<file path="config.mk">
export PLATFORM = sky130hd
export DESIGN_NAME = ddc_chan_align
export DESIGN_NICKNAME = d
export VERILOG_FILES = /design/src/hdl/ddc_pkg.sv /design/src/hdl/ddc_chan_align.sv
export SDC_FILE = /design/constraint.sdc
export NUM_CORES = 1
export LEC_CHECK = 0
export BUFFER_PORTS_ARGS = -buffer_cell sky130_fd_sc_hd__buf_2
export CAP_MARGIN = 0
export CORE_MARGIN = 1
export CORE_UTILIZATION = 42
export DETAILED_ROUTE_END_ITERATION = 7
export HOLD_SLACK_MARGIN = 0.06
export PLACE_DENSITY = 0.87
export REMOVE_ABC_BUFFERS = 1
export SLEW_MARGIN = 40
export SYNTH_ARGS = -nofsm -noshare
export SYNTH_HDL_FRONTEND = slang
export SYNTH_SLANG_ARGS = --single-unit
</file>
<file path="constraint.sdc">
create_clock -name clock -period 0.9 [get_ports clock]
set_input_delay 0 -clock clock [delete_from_list [all_inputs] [get_ports clock]]
set_output_delay 0 -clock clock [all_outputs]
set_load 0.05 [all_outputs]
</file>
<file path="src/hdl/ddc_pkg.sv">
// package for the dual channel diversity checker: field layout and constants
// assumes one decoded ask bit record per channel, each with a checksum verdict
package ddc_pkg;

  localparam int SS_W   = 4;   // signal strength width
  localparam int ANT_W  = 4;   // antenna identity width
  localparam int LNK_W  = 2;   // link identity width
  localparam int CNT_W  = 3;   // bit counter width (modulo 8)

  localparam logic [SS_W-1:0]  SS_NONE   = 4'h0;
  localparam logic [CNT_W-1:0] CNT_STEP  = 3'h1;
  localparam logic [LNK_W-1:0] LNK_ID_AC = 2'h1;  // expected on a/c
  localparam logic [LNK_W-1:0] LNK_ID_BD = 2'h2;  // expected on b/d

  // one decoded ask bit as delivered by a channel decoder
  typedef struct packed {
    logic              balise_detect;
    logic              telegram_detect;
    logic              unavailable_flag;
    logic              foreign_telegram_flag;
    logic              link_test_flag;
    logic [SS_W-1:0]   strength;
    logic [ANT_W-1:0]  antenna_id;
    logic [LNK_W-1:0]  link_id;
    logic [CNT_W-1:0]  bit_count;
    logic              checksum_ok;
  } ddc_bit_type;

  // merged result handed to the train receiver module logic
  typedef struct packed {
    logic              balise_detect;
    logic              telegram_detect;
    logic              unavailable_flag;
    logic              foreign_telegram_flag;
    logic              link_test_flag;
    logic [SS_W-1:0]   strength;
    logic              strength_avail;
    logic [ANT_W-1:0]  antenna_id;
    logic              checks_done;
  } ddc_merged_type;

  // sticky error set
  typedef struct packed {
    logic diversity;
    logic identity;
    logic counter;
  } ddc_err_type;

endpackage

</file>
<file path="src/hdl/ddc_chan_align.sv">
// holds one channel's ask bit until the other channel's arrives
// assumes channels deliver within one ask bit of each other
`timescale 1ns/10ps
module ddc_chan_align
  import ddc_pkg::*;
(
  // clock, reset and enable
  input  wire logic        clock,
  input  wire logic        rst_n,
  input  wire logic        ce,
  // channel side
  input  wire logic        in_valid,
  input  wire ddc_bit_type in_bit,
  // pairing side
  input  wire logic        take,
  output logic             held_valid,
  output ddc_bit_type      held_bit
);

  logic        held_valid_r;
  ddc_bit_type held_bit_r;

  assign held_valid = held_valid_r;
  assign held_bit   = held_bit_r;

  // load on arrival; a fresh arrival overrides the pair release
  always_ff @(posedge clock or negedge rst_n)
  begin
    if (!rst_n)
    begin
      held_valid_r <= 1'b0;
      held_bit_r   <= '0;
    end
    else if (ce)
    begin
      if (in_valid)
      begin
        held_valid_r <= 1'b1;
        held_bit_r   <= in_bit;
      end
      else if (take)
        held_valid_r <= 1'b0;
    end
  end

endmodule

</file>
==> key figures <==
Run status
  • Status: finished, violations left
  • Failing checks: setup timing

Power
  • Peak supply drop: 1.42 mV
  • Total Power: 2.80 mW
  • PwrDens: 1970 mW/mm^2
  • Static Leak: around 0.7 nW

Timing
  • Setup skew after layout: 0 ns
  • Hold WS: 0.159 ns
  • Setup TNS: -0.00236 ns
  • Max-slew violation count: 0
  • Ratio of final minimum period to clock period: 1.00
  • Headroom to the max-slew limit: 0.699
  • Worst Setup Slack, final: -0.00236 ns
  • FMAX: roughly 1100 MHz
  • Crit path time final: 0.902 ns
  • Final hold violations: 0
  • RSZ-0062 raised after global routing: true
  • Final Setup Violations: 1
  • Slew of the pin with the lowest slew margin: roughly 0.45 ns

Floorplanning
  • Die area: 0.00208 mm^2
  • Starting Density: 0.457
  • Num ports: 44
  • Width of the chip: 45.6 um
  • Die Y: 45.6 um
  • Rows: 15
  • Core Area: 0.00175 mm^2

Global route
  • First-pass GRT wire length: 2.86 mm
  • Total Routing Usage GR: 0.207
  • Vias in the first global route: 674
  • Pin count of the biggest net entering global routing: 21
  • Initial antenna violation count: 0
  • Total gr overflow: 0

Worst setup path
  • CP max stage delay: 0.41 ns
  • CP Launch Type: flop
  • Crit path kind: flop to flop
  • CP max-delay cell: dfrtp_1
  • Worst r2r src: held_bit[7]$_DFFE_PN0P_
  • Crit path required time: between 1 and 1.5 ns
  • CP Capture Type: flop
  • Crit. Startpoint: held_bit[7]$_DFFE_PN0P_
  • Worst path cell trace: buf_4 > mux2_4
  • Worst-path fanout max: 2
  • Crit path arrival time: ~1.1 ns

Clock network
  • Total CTS buffers: 3
  • Clock Tree Root: clkbuf_4
  • Htree depth: 1
  • TritonCTS clock tree: yes
  • CTS Sinks: 20
  • Worst-skew pair later-pin latency: approximately 0.3 ns
  • Clock Path Buffers: 2
  • Reg clk slew, reported paths: 0.11 ns

Layout
  • Filler cells: 104
  • Share of layout cells above drive strength 1: 0.611
  • Post-route cell area: 0.00142 mm^2
  • Area growth, synth to finish: 78.5%
  • Ant diodes: 0
  • Nets@finish: 138
  • Area taken by multi-input logic gates: 277 um^2
  • FF+latch area: 500 um^2

Place
  • Placer's final routability congestion estimate: a little under 0.6
  • Placed instance area: 0.00102 mm^2
  • I/O Buffers: 43
  • DP HPWL: 1.10 mm

Route
  • Via count: 631
  • Final WL: 2.20 mm
  • # DRC: 0
  • Routed len/inst: 15.9 um
  • Vias per std cell: 4.57
  • Antenna viol nets, final: 0
  • Drt pass-1 iters: 2
  • DRT iter0 DRCs: 3

Synthesis
  • Synth warn: 0
  • Syn Inst Count: 43
  • Yosys cell types: 7
  • FF+latch count, synth: 20
  • Synthesized area: 797 um^2
  • Syn avg cell area: 18.5 um^2
  • Post-synthesis sequential area ratio: 0.628

Job
  • Max Cap Violations: 0

Hold path
  • Worst Hold Class: input pin to asynchronous set/reset pin
## layout by cell type (no fill, tap or decap), drive strengths merged
cell and count:
a22o 1, buf 44, clkbuf 4, dfrtp 20, dlygate4sd3 23, mux2 19, nand2 2
## timing repair
action | CTS | global route
setup buffers | 0 | 1
hold buffers | 23 | 0
gates resized for setup | 24 | 16
endpoints found under the hold margin | 40 | 0
endpoints found under the setup margin | 20 | 20
pin swaps | 0 | 0
## critical path: cells and delay by family (launching register included)
kind / cells / cell delay [ns]
multiplexers: 1 / 0.25
buffers and inverters: 1 / 0.14
flip-flops: 1 / 0.41
## area by class of cell
cell class | instances | area share
Multi-Input combinational cell | 22 | 0.194
Sequential cell | 20 | 0.352
Tap cell | 25 | 0.0220
Clock buffer | 4 | 0.0255
Timing Repair Buffer | 67 | 0.406
## routing by layer
| metal | track usage | routed length [um] |
|---|---|---|
| met5 | 0 | 0 |
| met4 | 0.109 | 51 |
| met1 | 0.182 | 720 |
| met2 | 0.403 | 1330 |
| met3 | 0.0675 | 97 |
## through the flow
stage | worst slack, ns | cells | util
after floorplan | -0.0904 | 42 | -
after global placement | 0.0314 | 110 | 0.586
after detailed placement | -0.00101 | 110 | 0.586
after CTS | 0.00223 | 137 | 0.776
after global routing | -0.0244 | 138 | 0.815
final | -0.00236 | 138 | 0.815
## sequential cells by signal, summed over array words and instances (netlist names)
signal      cells
held_valid      1
held_bit       19
## synth_stat cells
cell type  count  area [um^2]
mux2_2         9          101
mux2_4        10          150
nand2_1        1         3.75
dfrtp_1       20          500
nand2_4        1         11.3
a22o_2         1         10.0
buf_12         1         20.0
## logic make-up (layout without fill, tap and decap cells)
| kind of cell | Yosys count | in the layout | share of synthesized area |
|---|---|---|---|
| AOI/OAI and AO/OA | 1 | 1 | 0.0126 |
| buffers and inverters | 1 | 71 | 0.0251 |
| DFF | 20 | 20 | 0.628 |
| muxes | 19 | 19 | 0.316 |
| and+or+nand+nor | 2 | 2 | 0.0188 |
## final timing paths
kind / slack, ns / to / depth (start not counted)
min in group clock: 0.28 / held_bit[17]$_DFFE_PN0P_ / 3
hold reg to reg: 0.54 / held_valid$_DFFE_PN0P_ / 1
hold / removal: 0.16 / held_bit[3]$_DFFE_PN0P_ / 2
max in group asynchronous: 0.43 / held_bit[6]$_DFFE_PN0P_ / 2
setup / recovery: -0.002 / held_bit[7]$_DFFE_PN0P_ / 2
setup reg to reg: -0.002 / held_bit[7]$_DFFE_PN0P_ / 2
## power by group
| part | leakage (nW) | switching [mW] | total (mW) | internal [mW] |
|---|---|---|---|---|
| clock network | 0.0210 | 0.265 | 0.511 | 0.247 |
| logic | 0.453 | 0.647 | 1.15 | 0.507 |
| registers | 0.234 | 0.106 | 1.14 | 1.03 |
Note: power is estimated with default switching activity, not from simulation.
